**src/rtl/iwd_pkg.sv**
```systemverilog
package iwd_pkg;

  localparam int WORD_W = 24;
  localparam int OPC_W = 8;
  localparam int OPC_LSB = 16;
  localparam int OPS_W = 16;
  localparam int REG_W = 4;
  localparam int MODE_W = 2;
  localparam int MADDR_W = 13;
  localparam int LIT_W = 16;
  localparam int PADDR_W = 23;
  localparam int PADDR_HI_W = 7;
  localparam int CNT_W = 2;

  // Operand field positions inside the low 16 bits of a word
  localparam int BASE_LSB = 12;
  localparam int DEST_LSB = 8;
  localparam int DMODE_LSB = 6;
  localparam int SMODE_LSB = 4;
  localparam int SRC_LSB = 0;
  localparam int MADDR_LSB = 0;
  localparam int MWR_BIT = 13;
  localparam int MBIT_LSB = 13;
  localparam int MBIT_W = 3;
  localparam int ALIT_LSB = 4;
  localparam int ALIT_W = 8;
  localparam int MLIT_W = 12;
  localparam int TMODE_LSB = 0;

  // The only two-word opcodes, then the required top byte of a second word
  localparam logic [OPC_W-1:0] OPC_GOTO = 8'hc0;
  localparam logic [OPC_W-1:0] OPC_CALL = 8'hc1;
  localparam logic [OPC_W-1:0] OPC_MOVLM = 8'hc2;
  localparam logic [OPC_W-1:0] EXT_TOP = 8'h00;

  localparam logic [REG_W-1:0] DEFAULT_WORK_REG = 4'h0;

  // Inserted cycles beyond the discarded prefetch
  localparam logic [CNT_W-1:0] STALL_TABLE = 2'h1;
  localparam logic [CNT_W-1:0] STALL_RETURN = 2'h1;
  localparam logic [CNT_W-1:0] CNT_ONE = 2'h1;
  localparam logic [CNT_W-1:0] CNT_ZERO = 2'h0;

  typedef enum logic [3:0] {
    CLS_NOP = 4'h0,
    CLS_DEFAULT_WORK_REG = 4'h1,
    CLS_MEM = 4'h2,
    CLS_BIT = 4'h3,
    CLS_LIT_AR = 4'h4,
    CLS_LIT_MV = 4'h5,
    CLS_COND_BR = 4'h6,
    CLS_SKIP = 4'h7,
    CLS_BRANCH = 4'h8,
    CLS_TABLE = 4'h9,
    CLS_RETURN = 4'ha,
    CLS_MOVD = 4'hb,
    CLS_TWO = 4'hc
  } iwd_class_type;

  typedef enum logic [1:0] {
    ST_FIRST = 2'b01,
    ST_SECOND = 2'b10
  } iwd_state_type;

endpackage

```
**src/rtl/iwd_word_class.sv**
```systemverilog
`timescale 1ns/1ps
module iwd_word_class import iwd_pkg::*; (
  input wire logic [WORD_W-1:0] word,
  output iwd_class_type cls,
  output logic two_word
);

  logic [OPC_W-1:0] opc;

  assign opc = word[WORD_W-1:OPC_LSB];

  always_comb begin
    two_word = (opc == OPC_GOTO) || (opc == OPC_CALL) || (opc == OPC_MOVLM);
    unique case (opc[7:4])
      4'h0: cls = CLS_NOP;
      4'h1: cls = CLS_DEFAULT_WORK_REG;
      4'h2: cls = CLS_MEM;
      4'h3: cls = CLS_BIT;
      4'h4: cls = CLS_LIT_AR;
      4'h5: cls = CLS_LIT_MV;
      4'h6: cls = CLS_COND_BR;
      4'h7: cls = CLS_SKIP;
      4'h8: cls = CLS_BRANCH;
      4'h9: cls = CLS_TABLE;
      4'ha: cls = CLS_RETURN;
      4'hb: cls = CLS_MOVD;
      4'hc: cls = two_word ? CLS_TWO : CLS_NOP;
      default: cls = CLS_NOP;
    endcase
  end

endmodule

```
**src/rtl/iwd_decoder.sv**
```systemverilog
// Operation
// RULE1: Each ordinary instruction is one 24-bit program word.
// RULE2: Upper 8 bits are the opcode; lower bits carry operand fields.
// RULE3: Only three opcodes span two consecutive words; all others one.
// RULE4: Two-word instruction is 48 bits; second word top 8 bits must be zero.
// RULE5: A stray second word executes as a no-operation.
// RULE6: Single-word takes one cycle; taken test or PC change adds a NOP cycle.
// RULE7: Branches, indirect call/jump, table ops and returns take two or three cycles.
// RULE8: Taken skip takes two cycles, three when skipping a two-word instruction.
// RULE9: Double-word moves take two cycles.
// RULE10: Two-word instructions complete in two cycles.
// RULE11: Register ops decode base, source with mode, destination with mode.
// RULE12: Memory ops decode address and write back to memory or register 0.
// RULE13: Bit ops target register or memory; bit from literal or base register.
// RULE14: Literal arithmetic uses base and literal; separate destination only if encoded.
// RULE15: Literal moves load a register or memory location.
// RULE16: Control ops decode a program address or table mode.
// RULE17: Register fields select one of sixteen working registers.
// RULE18: Memory address field spans 0x0000 to 0x1fff.
// RULE19: Prefetched word after a taken branch or skip is discarded.
`timescale 1ns/1ps
module iwd_decoder import iwd_pkg::*; (
  input wire logic core_clk,
  input wire logic rst_n,
  input wire logic word_valid,
  input wire logic [WORD_W-1:0] word_data,
  output logic word_ready,
  input wire logic cond_true,
  output logic exec_redirect,
  output logic exec_valid,
  output logic exec_nop,
  output iwd_class_type exec_class,
  output logic [OPC_W-1:0] exec_opcode,
  output logic exec_double,
  output logic exec_ext_err,
  output logic [REG_W-1:0] exec_base_reg,
  output logic [REG_W-1:0] exec_src_reg,
  output logic [MODE_W-1:0] exec_src_mode,
  output logic [REG_W-1:0] exec_dest_reg,
  output logic [MODE_W-1:0] exec_dest_mode,
  output logic exec_write_dest,
  output logic [MADDR_W-1:0] exec_mem_addr,
  output logic exec_use_mem,
  output logic exec_wr_mem,
  output logic [REG_W-1:0] exec_bit_num,
  output logic exec_bit_from_reg,
  output logic [LIT_W-1:0] exec_literal,
  output logic [PADDR_W-1:0] exec_prog_addr,
  output logic [MODE_W-1:0] exec_table_mode,
  output logic exec_int_return
);

  iwd_state_type state_reg;
  iwd_class_type in_cls;
  iwd_class_type cls_d;
  logic in_two;
  logic [WORD_W-1:0] first_reg;
  logic [CNT_W-1:0] drop_cnt_reg;
  logic [CNT_W-1:0] drop_cnt_next;
  logic [CNT_W-1:0] stall_cnt_reg;
  logic skip_chain_reg;
  logic skip_now;
  logic taken;
  logic movd_hold;
  logic stall;
  logic accept;
  logic dropping;
  logic drop_word;
  logic take_word;
  logic skip_ext;
  logic issue;
  logic nop_next;

  logic exec_valid_reg;
  logic exec_nop_reg;
  iwd_class_type exec_cls_reg;
  logic [OPC_W-1:0] exec_opcode_reg;
  logic exec_double_reg;
  logic exec_ext_err_reg;
  logic [REG_W-1:0] exec_base_reg_reg;
  logic [REG_W-1:0] exec_src_reg_reg;
  logic [MODE_W-1:0] exec_src_mode_reg;
  logic [REG_W-1:0] exec_dest_reg_reg;
  logic [MODE_W-1:0] exec_dest_mode_reg;
  logic exec_write_dest_reg;
  logic [MADDR_W-1:0] exec_mem_addr_reg;
  logic exec_use_mem_reg;
  logic exec_wr_mem_reg;
  logic [REG_W-1:0] exec_bit_num_reg;
  logic exec_bit_from_reg_reg;
  logic [LIT_W-1:0] exec_literal_reg;
  logic [PADDR_W-1:0] exec_prog_addr_reg;
  logic [MODE_W-1:0] exec_table_mode_reg;
  logic exec_int_return_reg;

  logic [WORD_W-1:0] cur;
  logic [OPC_W-1:0] opc;
  logic [OPS_W-1:0] ops;
  logic [REG_W-1:0] d_base;
  logic [REG_W-1:0] d_src;
  logic [MODE_W-1:0] d_smode;
  logic [REG_W-1:0] d_dest;
  logic [MODE_W-1:0] d_dmode;
  logic d_wdest;
  logic [MADDR_W-1:0] d_maddr;
  logic d_use_mem;
  logic d_wr_mem;
  logic [REG_W-1:0] d_bitn;
  logic d_bit_reg;
  logic [LIT_W-1:0] d_lit;
  logic [PADDR_W-1:0] d_paddr;
  logic [MODE_W-1:0] d_tmode;
  logic d_int_ret;
  logic d_double;
  logic d_ext_err;

  iwd_word_class u_class (
    .word(word_data),
    .cls(in_cls),
    .two_word(in_two)
  );

  // Cycle timing and prefetch handling
  always_comb begin
    skip_now = exec_valid_reg && (exec_cls_reg == CLS_SKIP) && cond_true;
    taken = exec_valid_reg && ((((exec_cls_reg == CLS_COND_BR) || (exec_cls_reg == CLS_SKIP)) && cond_true) ||
            (exec_cls_reg == CLS_BRANCH) || (exec_cls_reg == CLS_TABLE) || (exec_cls_reg == CLS_RETURN)); // see RULE6
    movd_hold = exec_valid_reg && (exec_cls_reg == CLS_MOVD); // see RULE9
    stall = (stall_cnt_reg != CNT_ZERO) && (drop_cnt_reg == CNT_ZERO); // see RULE7
    word_ready = !stall && !movd_hold;
    accept = word_valid && word_ready;
    dropping = taken || (drop_cnt_reg != CNT_ZERO);
    drop_word = accept && dropping; // see RULE19
    take_word = accept && !dropping;
    skip_ext = drop_word && in_two && (skip_now || skip_chain_reg); // see RULE8
    drop_cnt_next = drop_cnt_reg + {1'b0, taken} - {1'b0, drop_word} + {1'b0, skip_ext};
    issue = take_word && ((state_reg == ST_SECOND) || (!in_two && (in_cls != CLS_NOP))); // see RULE3
    nop_next = drop_word || stall || movd_hold || (take_word && (state_reg == ST_FIRST) && (in_cls == CLS_NOP)); // see RULE5
  end

  assign exec_redirect = taken;

  always_ff @(posedge core_clk or negedge rst_n) begin
    if (!rst_n) begin
      drop_cnt_reg <= CNT_ZERO;
      skip_chain_reg <= 1'b0;
    end else begin
      drop_cnt_reg <= drop_cnt_next;
      if (drop_word) begin
        skip_chain_reg <= 1'b0;
      end else if (skip_now) begin
        skip_chain_reg <= 1'b1;
      end
    end
  end

  always_ff @(posedge core_clk or negedge rst_n) begin
    if (!rst_n) begin
      stall_cnt_reg <= CNT_ZERO;
    end else if (taken && (exec_cls_reg == CLS_TABLE)) begin
      stall_cnt_reg <= STALL_TABLE; // see RULE7
    end else if (taken && (exec_cls_reg == CLS_RETURN)) begin
      stall_cnt_reg <= STALL_RETURN; // see RULE7
    end else if (stall) begin
      stall_cnt_reg <= stall_cnt_reg - CNT_ONE;
    end
  end

  // Two-word sequencing
  always_ff @(posedge core_clk or negedge rst_n) begin
    if (!rst_n) begin
      state_reg <= ST_FIRST;
      first_reg <= '0;
    end else if (take_word) begin
      unique case (state_reg)
        ST_FIRST: begin
          if (in_two) begin
            state_reg <= ST_SECOND; // see RULE10
            first_reg <= word_data;
          end
        end
        ST_SECOND: state_reg <= ST_FIRST;
        default: state_reg <= ST_FIRST;
      endcase
    end
  end

  // Operand field decode
  always_comb begin
    cur = (state_reg == ST_SECOND) ? first_reg : word_data; // see RULE1
    cls_d = (state_reg == ST_SECOND) ? CLS_TWO : in_cls;
    opc = cur[WORD_W-1:OPC_LSB]; // see RULE2
    ops = cur[OPS_W-1:0];
    d_base = ops[BASE_LSB +: REG_W]; // see RULE17
    d_src = ops[SRC_LSB +: REG_W];
    d_smode = ops[SMODE_LSB +: MODE_W];
    d_dest = ops[DEST_LSB +: REG_W];
    d_dmode = ops[DMODE_LSB +: MODE_W];
    d_wdest = 1'b0;
    d_maddr = ops[MADDR_LSB +: MADDR_W]; // see RULE18
    d_use_mem = 1'b0;
    d_wr_mem = 1'b0;
    d_bitn = '0;
    d_bit_reg = 1'b0;
    d_lit = '0;
    d_paddr = '0;
    d_tmode = ops[TMODE_LSB +: MODE_W];
    d_int_ret = 1'b0;
    d_double = 1'b0;
    d_ext_err = 1'b0;
    unique case (cls_d)
      CLS_NOP: d_wdest = 1'b0;
      CLS_DEFAULT_WORK_REG, CLS_MOVD: d_wdest = 1'b1; // see RULE11
      CLS_MEM: begin
        d_use_mem = 1'b1;
        d_wr_mem = ops[MWR_BIT];
        d_dest = DEFAULT_WORK_REG; // see RULE12
        d_wdest = !ops[MWR_BIT];
      end
      CLS_BIT, CLS_SKIP: begin
        d_use_mem = opc[0]; // see RULE13
        d_bit_reg = opc[1] && !opc[0];
        d_bitn = opc[0] ? {1'b0, ops[MBIT_LSB +: MBIT_W]} : ops[DEST_LSB +: REG_W];
      end
      CLS_LIT_AR: begin
        d_lit = {{(LIT_W-ALIT_W){1'b0}}, ops[ALIT_LSB +: ALIT_W]};
        d_wdest = opc[0]; // see RULE14
        d_dest = opc[0] ? ops[SRC_LSB +: REG_W] : d_base;
      end
      CLS_LIT_MV: begin
        d_lit = {{(LIT_W-MLIT_W){1'b0}}, ops[MLIT_W-1:0]}; // see RULE15
        d_dest = d_base;
        d_wdest = 1'b1;
      end
      CLS_COND_BR, CLS_BRANCH: d_paddr = {{(PADDR_W-OPS_W){1'b0}}, ops}; // see RULE16
      CLS_TABLE: d_tmode = ops[TMODE_LSB +: MODE_W]; // see RULE16
      CLS_RETURN: d_int_ret = opc[0];
      CLS_TWO: begin
        d_double = 1'b1;
        d_ext_err = word_data[WORD_W-1:OPC_LSB] != EXT_TOP; // see RULE4
        if (opc == OPC_MOVLM) begin
          d_use_mem = 1'b1; // see RULE15
          d_wr_mem = 1'b1;
          d_lit = word_data[LIT_W-1:0];
        end else begin
          d_paddr = {word_data[PADDR_HI_W-1:0], ops}; // see RULE16
        end
      end
    endcase
  end

  always_ff @(posedge core_clk or negedge rst_n) begin
    if (!rst_n) begin
      exec_valid_reg <= 1'b0;
      exec_nop_reg <= 1'b0;
    end else begin
      exec_valid_reg <= issue;
      exec_nop_reg <= nop_next; // see RULE6
    end
  end

  always_ff @(posedge core_clk or negedge rst_n) begin
    if (!rst_n) begin
      exec_cls_reg <= CLS_NOP;
      exec_opcode_reg <= '0;
      exec_double_reg <= 1'b0;
      exec_ext_err_reg <= 1'b0;
      exec_base_reg_reg <= '0;
      exec_src_reg_reg <= '0;
      exec_src_mode_reg <= '0;
      exec_dest_reg_reg <= '0;
      exec_dest_mode_reg <= '0;
      exec_write_dest_reg <= 1'b0;
      exec_mem_addr_reg <= '0;
      exec_use_mem_reg <= 1'b0;
      exec_wr_mem_reg <= 1'b0;
      exec_bit_num_reg <= '0;
      exec_bit_from_reg_reg <= 1'b0;
      exec_literal_reg <= '0;
      exec_prog_addr_reg <= '0;
      exec_table_mode_reg <= '0;
      exec_int_return_reg <= 1'b0;
    end else if (issue) begin
      exec_cls_reg <= cls_d;
      exec_opcode_reg <= opc;
      exec_double_reg <= d_double;
      exec_ext_err_reg <= d_ext_err;
      exec_base_reg_reg <= d_base;
      exec_src_reg_reg <= d_src;
      exec_src_mode_reg <= d_smode;
      exec_dest_reg_reg <= d_dest;
      exec_dest_mode_reg <= d_dmode;
      exec_write_dest_reg <= d_wdest;
      exec_mem_addr_reg <= d_maddr;
      exec_use_mem_reg <= d_use_mem;
      exec_wr_mem_reg <= d_wr_mem;
      exec_bit_num_reg <= d_bitn;
      exec_bit_from_reg_reg <= d_bit_reg;
      exec_literal_reg <= d_lit;
      exec_prog_addr_reg <= d_paddr;
      exec_table_mode_reg <= d_tmode;
      exec_int_return_reg <= d_int_ret;
    end
  end

  assign exec_valid = exec_valid_reg;
  assign exec_nop = exec_nop_reg;
  assign exec_class = exec_cls_reg;
  assign exec_opcode = exec_opcode_reg;
  assign exec_double = exec_double_reg;
  assign exec_ext_err = exec_ext_err_reg;
  assign exec_base_reg = exec_base_reg_reg;
  assign exec_src_reg = exec_src_reg_reg;
  assign exec_src_mode = exec_src_mode_reg;
  assign exec_dest_reg = exec_dest_reg_reg;
  assign exec_dest_mode = exec_dest_mode_reg;
  assign exec_write_dest = exec_write_dest_reg;
  assign exec_mem_addr = exec_mem_addr_reg;
  assign exec_use_mem = exec_use_mem_reg;
  assign exec_wr_mem = exec_wr_mem_reg;
  assign exec_bit_num = exec_bit_num_reg;
  assign exec_bit_from_reg = exec_bit_from_reg_reg;
  assign exec_literal = exec_literal_reg;
  assign exec_prog_addr = exec_prog_addr_reg;
  assign exec_table_mode = exec_table_mode_reg;
  assign exec_int_return = exec_int_return_reg;

  // Checks
  AST_STRAY_SECOND_NOP: assert property (@(posedge core_clk) disable iff (!rst_n) // see RULE5
    (state_reg == ST_FIRST && take_word && word_data[WORD_W-1:OPC_LSB] == EXT_TOP) |=>
      exec_nop_reg && !exec_valid_reg)
    else $error("Stray second word did not execute as a no-operation");
  AST_TWO_WORD_WAIT: assert property (@(posedge core_clk) disable iff (!rst_n) // see RULE3
    (state_reg == ST_FIRST && take_word && in_two) |=> state_reg == ST_SECOND && !exec_valid_reg)
    else $error("Two-word first word did not wait for its second word");
  AST_SECOND_TOP_ZERO: assert property (@(posedge core_clk) disable iff (!rst_n) // see RULE4
    (state_reg == ST_SECOND && take_word) |=>
      exec_valid_reg && exec_double_reg && (exec_ext_err_reg == ($past(word_data[WORD_W-1:OPC_LSB]) != EXT_TOP)))
    else $error("Second word check wrong");
  AST_BRANCH_FLUSH: assert property (@(posedge core_clk) disable iff (!rst_n) // see RULE19
    (exec_valid_reg && exec_cls_reg == CLS_COND_BR && cond_true && word_valid) |=> !exec_valid_reg && exec_nop_reg)
    else $error("Prefetched word not discarded after taken branch");
  AST_RETURN_THREE: assert property (@(posedge core_clk) disable iff (!rst_n) // see RULE7
    (exec_valid_reg && exec_cls_reg == CLS_RETURN && word_valid) |=>
      (exec_nop_reg && !word_ready) ##1 (exec_nop_reg && !exec_valid_reg))
    else $error("Return did not take three cycles");
  AST_SKIP_TWO_WORD: assert property (@(posedge core_clk) disable iff (!rst_n) // see RULE8
    (skip_now && word_valid && in_two) |=> drop_cnt_reg == CNT_ONE && exec_nop_reg)
    else $error("Skip over two-word instruction did not extend");
  AST_MOVD_TWO: assert property (@(posedge core_clk) disable iff (!rst_n) // see RULE9
    (exec_valid_reg && exec_cls_reg == CLS_MOVD) |-> !word_ready ##1 (exec_nop_reg && !exec_valid_reg))
    else $error("Double move did not take two cycles");
  AST_SINGLE_ONE: assert property (@(posedge core_clk) disable iff (!rst_n) // see RULE6
    (exec_valid_reg && exec_cls_reg == CLS_DEFAULT_WORK_REG && take_word && state_reg == ST_FIRST && !in_two
      && in_cls != CLS_NOP) |=> exec_valid_reg)
    else $error("Single-word instruction took more than one cycle");
  AST_MEM_DEFAULT: assert property (@(posedge core_clk) disable iff (!rst_n) // see RULE12
    (exec_valid_reg && exec_cls_reg == CLS_MEM && !exec_wr_mem_reg) |->
      exec_dest_reg_reg == DEFAULT_WORK_REG && exec_write_dest_reg)
    else $error("Memory op result not routed to register 0");
  AST_LIT_DEST: assert property (@(posedge core_clk) disable iff (!rst_n) // see RULE14
    (exec_valid_reg && exec_cls_reg == CLS_LIT_AR && !exec_opcode_reg[0]) |->
      exec_dest_reg_reg == exec_base_reg_reg && !exec_write_dest_reg)
    else $error("Literal arithmetic destination wrong");

endmodule

```
**config.mk**
```make
export PLATFORM = sky130hd
export DESIGN_NAME = iwd_decoder
export DESIGN_NICKNAME = d
export VERILOG_FILES = /design/src/rtl/iwd_pkg.sv /design/src/rtl/iwd_word_class.sv /design/src/rtl/iwd_decoder.sv
export SDC_FILE = /design/constraint.sdc
export NUM_CORES = 1
export LEC_CHECK = 0
export BUFFER_PORTS_ARGS = -buffer_cell sky130_fd_sc_hd__buf_4
export CAP_MARGIN = 30
export CELL_PAD_IN_SITES_DETAIL_PLACEMENT = 1
export CELL_PAD_IN_SITES_GLOBAL_PLACEMENT = 1
export CORE_ASPECT_RATIO = 1.75
export CORE_UTILIZATION = 37
export CTS_CLUSTER_DIAMETER = 150
export DETAILED_ROUTE_END_ITERATION = 6
export PLACE_DENSITY = 0.8
export SLEW_MARGIN = 20
export SYNTH_ARGS = -nofsm -noshare
export SYNTH_HDL_FRONTEND = slang
export SYNTH_SLANG_ARGS = --single-unit
```
**constraint.sdc**
```tcl
create_clock -name core_clk -period 2.1 [get_ports core_clk]
set_input_delay 0.105 -clock core_clk [delete_from_list [all_inputs] [get_ports core_clk]]
set_output_delay 0.105 -clock core_clk [all_outputs]
set_load 0.01 [all_outputs]
```
==> metrics.txt, run 1 <==
Worst Path Class, Setup reg -> reg; Worst R2R Path Depth 8; clock tree from TritonCTS done; kind of start point of the critical path register; reg-to-reg startpoint exec_class[3]$_DFFE_PN0P_; type of destination of the critical path register; # Max-Cap Violations 0; Num CTS Buffers 17; antenna violations before repair 0; core area about 14000 sq um; R2R Setup Slk between 1.5 and 2 ps; worst hold start word_data[16]; Fillers around 1600; vias per std cell between 5 and 6; Ports 125; Starting Density 38.0%; worst hold endpoint first_reg[16]$_DFFE_PN0P_; Global Route Usage Sum between 20% and 30%; Clk Latency, worst-skew pair 420 ps; Initial DRC Count roughly 270; internal power between 0.006 and 0.007 W; multi-input combinational cell area 2230 sq um; switching pwr 0.00277 W; Pins Over Slew Limit 0; first-pass GRT wire length ~27000 um; ys flop type dfrtp_1; Worst Max-Slew Pin Slew roughly 510 ps; status completed; Syn Area/Cell 10.7 sq um; VDD IR max 0.666 mV; register share of total power a little under two fifths; Sequential Area 2880 sq um; chip width 92.6 um; CP Max Fanout 4; final setup vio count 0; drt total wl between 15000 and 20000 um; Core Util, Final about 53%; Combinational Power Share 31.4%; grt total ovfl 0; TritonRoute pass-1 iters 4; post-DP HPWL approximately 12000 um; die area ~15000 sq um; WP data arrival 2400 ps; Rows 57; GPL Wtd Cong just under 0.8; Min-Delay Path Class in -> reg; Mapped Nets approximately 530; Synth Warn # 0; # DRC 0; Netlist Area Pre-Place around 5300 sq um; Root Driver clkbuf_16; clock sink total between 100 and 150; clock power share between 30% and 40%; final setup TNS 0 ps; FF+latch count, synth around 120; EDFF count, synth 0; Critical R2R Capture drop_cnt_reg[1]$_DFF_PN0_; period utilization around 100%; unrepaired setup endpoints after global routing true; final cell count without fillers ~840; PwrDens roughly 1200 nW/um^2; max FFs per register 24; Sw Ratio between 30% and 40%; per-cell routed wire length 20.8 um; Antenna Cells 0; clock transition at the registers of the reported paths 50 ps; largest net degree at the start of global routing just under 60; total number of vias ~4600; Syn Inst Count between 400 and 500; placed cells slightly below 800; Tmin final ~2100 ps; Highest Clock Rate approximately 480 MHz; clock buffer depth 2; nets@finish 685; post-synthesis sequential area ratio a little over half; port buffer count 124; Async SR Flop Fraction 100%; Max transition margin between 60% and 70%; layout cell share with drive strength beyond 1 33.4%; Die Y 160 um; Clock Skew just over 8 ps; post-route antenna net violation count 0; hold slack between 30 and 40 ps; htree depth 4; Pleak between 3 and 4 nW; synth unique cells 62; Syn-to-layout area delta 40.1%; vias in the first global route 4986; Final Hold Viols 0; Data required, critical path ~2400 ps; Hold Path Cell Cnt 2
[final cells by class]
type	count	area share, %
sequential	115	38.7
tap	177	2.98
timing repair buffer	183	20.6
clock inverter	11	1.51
multi-input combinational	330	30.0
inverter	7	0.353
clock buffer	21	5.92
[Yosys cell counts (all sizes together) (3+ instances only)]
| library cell | instances | area share (%) |
|---|---|---|
| mux2 | 19 | 4.0 |
| a31oi | 9 | 1.1 |
| inv | 7 | 0.49 |
| o211ai | 4 | 0.57 |
| o22a | 3 | 0.49 |
| nor2 | 45 | 3.2 |
| nand2 | 62 | 4.4 |
| buf | 29 | 3.8 |
| dfrtp | 114 | 54 |
| a21o | 18 | 2.5 |
| nand3 | 10 | 0.94 |
| nor3 | 3 | 0.38 |
| mux2i | 21 | 4.0 |
| nor2b | 9 | 1.1 |
| o31ai | 4 | 0.57 |
| o21ai | 23 | 2.4 |
| a22o | 23 | 3.8 |
| clkbuf | 14 | 0.99 |
| nand4 | 4 | 0.47 |
| o21a | 6 | 0.85 |
| nand2b | 5 | 0.59 |
| or2 | 3 | 0.40 |
| o221ai | 3 | 0.49 |
| a21oi | 20 | 1.9 |
| and2 | 3 | 0.35 |
[layer usage]
| layer | vias up | wire length (um) | share of wire (%) | track usage, % |
|---|---|---|---|---|
| li1 | 2060 | - | - | - |
| met1 | 2310 | 6280 | 36 | 24.2 |
| met2 | 139 | 9970 | 57 | 45.0 |
| met3 | 46 | 597 | 3.4 | 5.40 |
| met4 | 0 | 705 | 4.0 | 13.0 |
| met5 | - | 0 | 0 | 0 |
[stage by stage]
stage                     power [W]  cell area (sq um)  worst slack (ps)
after detailed placement    0.00600               6560              -103
after CTS                   0.00883               7340              4.39
final                       0.00882               7440              1.97
after global routing        0.00926               7440             -84.0
after floorplan             0.00453               5320              14.9
after global placement      0.00585               6560              31.9
[kinds of logic (layout without fill, tap and decap cells)]
kind of cell,after synthesis,in the layout,synth area share (%)
xor+xnor,4,4,0.660
compound gates,124,124,16.9
flops,115,115,54.2
mux,40,40,7.99
simple gates,159,159,14.1
buf+inv,50,222,5.28
fa+ha+maj,3,3,0.848
[power groups by stage]
stage	Sequential (W)	Clock [W]	Combinational [W]
2_1_floorplan	0.00350	0	0.00103
3_3_place_gp	0.00331	0	0.00254
3_5_place_dp	0.00336	0	0.00264
4_1_cts	0.00334	0.00276	0.00274
5_1_grt	0.00341	0.00286	0.00299
6_report	0.00334	0.00272	0.00277
[cells in the final DEF (no fill, tap or decap), types with 3 or more instances in the layout]
cell type      instances
buf_4                154
dfrtp_1              113
nand2_1               61
nor2_1                45
a22o_1                23
mux2i_1               21
dlygate4sd3_1         20
a21oi_1               19
o21ai_0               18
a21o_1                18
clkbuf_16             18
mux2_1                12
a31oi_1                9
nand3_1                8
nor2b_1                7
mux2_2                 7
buf_12                 7
o21a_1                 6
clkinv_2               6
nand2b_1               5
inv_1                  5
o211ai_1               4
nand4_1                4
o21ai_1                4
o31ai_1                4
clkbuf_1               4
and2_1                 3
o22a_1                 3
o221ai_1               3
clkinvlp_4             3
[worst max-delay path: stages, from the launching register on]
cell and delay (ps):
dfrtp_1 410, and3b_2 270, a32o_2 180, nand2_2 80, a21oi_4 180, ha_4 230
fa_2 350, xor2_1 160, xnor2_1 120
[worst max-delay path by stage]
stage                         startpoint                   endpoint  slack [ps]  depth (start not counted)
2_1_floorplan  exec_class[3]$_DFFE_PN0P_  drop_cnt_reg[1]$_DFF_PN0_          10                          8
3_3_place_gp   exec_class[3]$_DFFE_PN0P_  drop_cnt_reg[1]$_DFF_PN0_          30                          8
3_5_place_dp   exec_class[3]$_DFFE_PN0P_  drop_cnt_reg[1]$_DFF_PN0_        -100                          8
4_1_cts        exec_class[3]$_DFFE_PN0P_  drop_cnt_reg[1]$_DFF_PN0_           4                          8
5_1_grt        exec_class[3]$_DFFE_PN0P_  drop_cnt_reg[1]$_DFF_PN0_         -80                          8
6_report       exec_class[3]$_DFFE_PN0P_  drop_cnt_reg[1]$_DFF_PN0_           2                          8
[repair_timing]
action | CTS | global route
hold buffers | 20 | 0
buffers inserted | 3 | 4
setup endpoints to repair | 22 | 30
gates cloned | 0 | 1
pin swaps | 4 | 4
hold endpoints to repair | 53 | 0
gates resized for setup | 3 | 10
No activity file was read; power rests on OpenSTA's default activity.
==> run 2, diff against run 1 <==
--- a/config.mk
+++ b/config.mk
@@ -13,7 +13,7 @@
 export CORE_UTILIZATION = 37
 export CTS_CLUSTER_DIAMETER = 150
 export DETAILED_ROUTE_END_ITERATION = 6
-export PLACE_DENSITY = 0.8
+export PLACE_DENSITY_LB_ADDON = 0.1
 export SLEW_MARGIN = 20
 export SYNTH_ARGS = -nofsm -noshare
 export SYNTH_HDL_FRONTEND = slang
==> metrics.txt, run 2 (same netlist as run 1, synthesis figures left out) <==
M3 GR Usage 4.17% (-1.2 points); Fillers 1574 (+0.25%); Clock Skew 9.39 ps (+1.24 ps); multi-input combinational cell area 2200 sq um (-1.4%); Starting Density 38.0% (unchanged); Initial DRC Count 184 (-32%); most frequent cells in the layout buf_4 (160), dfrtp_1 (114), nand2_1 (61); final setup TNS 0 ps (unchanged); clock sink total 115 (unchanged); antenna violations before repair 0 (unchanged); R2R Setup Slk 30 ps (+30 ps); Core Util, Final 53.2% (-0.099 points); Sw Ratio 30.8% (-0.62 points); PwrDens 1180 nW/um^2 (-0.76%); post-DP HPWL 11500 um (-4.4%); first-pass GRT wire length 25800 um (-4.4%); Ports 125 (unchanged); Pins Over Slew Limit 0 (unchanged); # Max-Cap Violations 0 (unchanged); die area 14900 sq um (unchanged); hold slack 1.10 ps (-32.1 ps); clock transition at the registers of the reported paths 60 ps (about the same); Pleak 3.68 nW (+0.40%); worst hold endpoint exec_opcode[3]$_DFFE_PN0P_; most common cell after layout, fill and taps aside buf_4; worst hold start word_data[19]; Antenna Cells 0 (unchanged); period utilization 98.5% (-1.5 points); WP data arrival 2370 ps (-30 ps); grt total ovfl 0 (unchanged); Clk Latency, worst-skew pair 420 ps (about the same); final setup vio count 0 (unchanged); clock buffer depth 2 (unchanged); vias per std cell 5.26 (-2.6%); reg-to-reg startpoint exec_class[2]$_DFFE_PN0P_; # DRC 0 (unchanged); Tmin final 2070 ps (-30.6 ps); Root Driver clkbuf_16; status completed; Sequential Area 2880 sq um (about the same); Rows 57 (unchanged); clock power share 31.7% (+0.9 points); register share of total power 37.9% (about the same); Worst Path Class, Setup reg -> reg; Hold Path Cell Cnt 3 (+1); VDD IR max 0.652 mV (-2.1%); Critical R2R Capture drop_cnt_reg[1]$_DFF_PN0_; port buffer count 124 (unchanged); nets@finish 689 (+0.58%); kind of start point of the critical path register; max FFs per register 24 (unchanged); total number of vias 4447 (-2.4%); clock tree from TritonCTS done; drt total wl 16300 um (-6.9%); Max transition margin 57.5% (-7.7 points); internal power 0.00605 W (about the same); met2 Use GR 42.4% (-2.6 points); Highest Clock Rate 484 MHz (+1.5%); per-cell routed wire length 19.3 um (-7.1%); busiest grt layer met2; layout cell share with drive strength beyond 1 33.6% (+0.20 points); Num CTS Buffers 17 (unchanged); Worst Max-Slew Pin Slew 637 ps (+130 ps); TritonRoute pass-1 iters 4 (unchanged); type of destination of the critical path register; GPL Wtd Cong 0.768 (-3.0%); Syn-to-layout area delta 39.9%; Combinational Power Share 30.5% (-0.9 points); post-route antenna net violation count 0 (unchanged); Die Y 160 um (unchanged); Power Total 0.00874 W (-0.94%); CP Max Fanout 4 (unchanged); Data required, critical path 2400 ps (about the same); switching pwr 0.00269 W (-2.9%); Worst R2R Path Depth 8 (unchanged); Final Hold Viols 0 (unchanged); largest net degree at the start of global routing 116 (+100%); vias in the first global route 4832 (-3.1%); htree depth 4 (unchanged); Global Route Usage Sum 22.9% (-1.2 points); core area 14000 sq um (unchanged); unrepaired setup endpoints after global routing true; Min-Delay Path Class in -> reg; chip width 92.6 um (unchanged); met1 Use GR 25.2% (+0.99 points)
## run 2: cell count changes in the layout (fill, tap and decap cells not counted), sizes merged
cell    delta
buf        +4
clkinv     -1
clkbuf     -1
## run 2: stage by stage
step	worst slack (ps)	cells	area (sq um)
6_report	32.5	846	7430
5_1_grt	-36.4	846	7430
4_1_cts	2.25	844	7380
3_5_place_dp	-17.3	791	6600
3_3_place_gp	49.0	791	6600
2_1_floorplan	14.9	495	5320
## run 2: worst max-delay path by stage
stage / start / endpoint / slack, ps / cells after the start
2_1_floorplan: exec_class[3]$_DFFE_PN0P_ / drop_cnt_reg[1]$_DFF_PN0_ / 10 / 8
3_3_place_gp: exec_class[3]$_DFFE_PN0P_ / drop_cnt_reg[1]$_DFF_PN0_ / 50 / 8
3_5_place_dp: exec_class[2]$_DFFE_PN0P_ / first_reg[6]$_DFFE_PN0P_ / -20 / 7
4_1_cts: exec_class[2]$_DFFE_PN0P_ / drop_cnt_reg[1]$_DFF_PN0_ / 2 / 8
5_1_grt: exec_class[3]$_DFFE_PN0P_ / drop_cnt_reg[1]$_DFF_PN0_ / -40 / 8
6_report: exec_class[2]$_DFFE_PN0P_ / drop_cnt_reg[1]$_DFF_PN0_ / 30 / 8
## run 2: power groups by stage
stage               combinational, W  sequential (W)  clock [W]
floorplan                    0.00103         0.00350          0
detailed placement           0.00260         0.00335          0
global route                 0.00291         0.00338    0.00289
finish                       0.00266         0.00331    0.00277
CTS                          0.00270         0.00333    0.00281
global placement             0.00254         0.00331          0
## run 2: area by class of cell
type                    instances  area share [%]
flip-flops and latches        115            38.8
multi-input cells             330            29.6
repair buffers                187            20.8
clock buffers                  20            6.01
well taps                     177            2.98
clock inverters                10            1.50
inverters                       7           0.354
## run 2: critical path, cell delays in order, from the launching register on
cell and delay [ps]:
dfrtp_1 420, and3b_2 240, a32o_2 250, nand2_2 80, a21oi_2 60, ha_1 290, fa_2 340, xor2_1 150
xnor2_1 120
## run 2: timing repair
action	4_1_cts	5_1_grt
gates cloned	0	1
resized for setup	1	6
setup buffers	3	1
pin swaps	0	5
hold buffers	20	0
endpoints found under the hold margin	144	0
setup endpoints to repair	15	20
## run 2: routing by layer
metal	up-vias	share of wire (%)
li1	2063	-
met1	2251	38
met4	0	2.4
met5	-	0
met3	29	3.2
met2	104	56
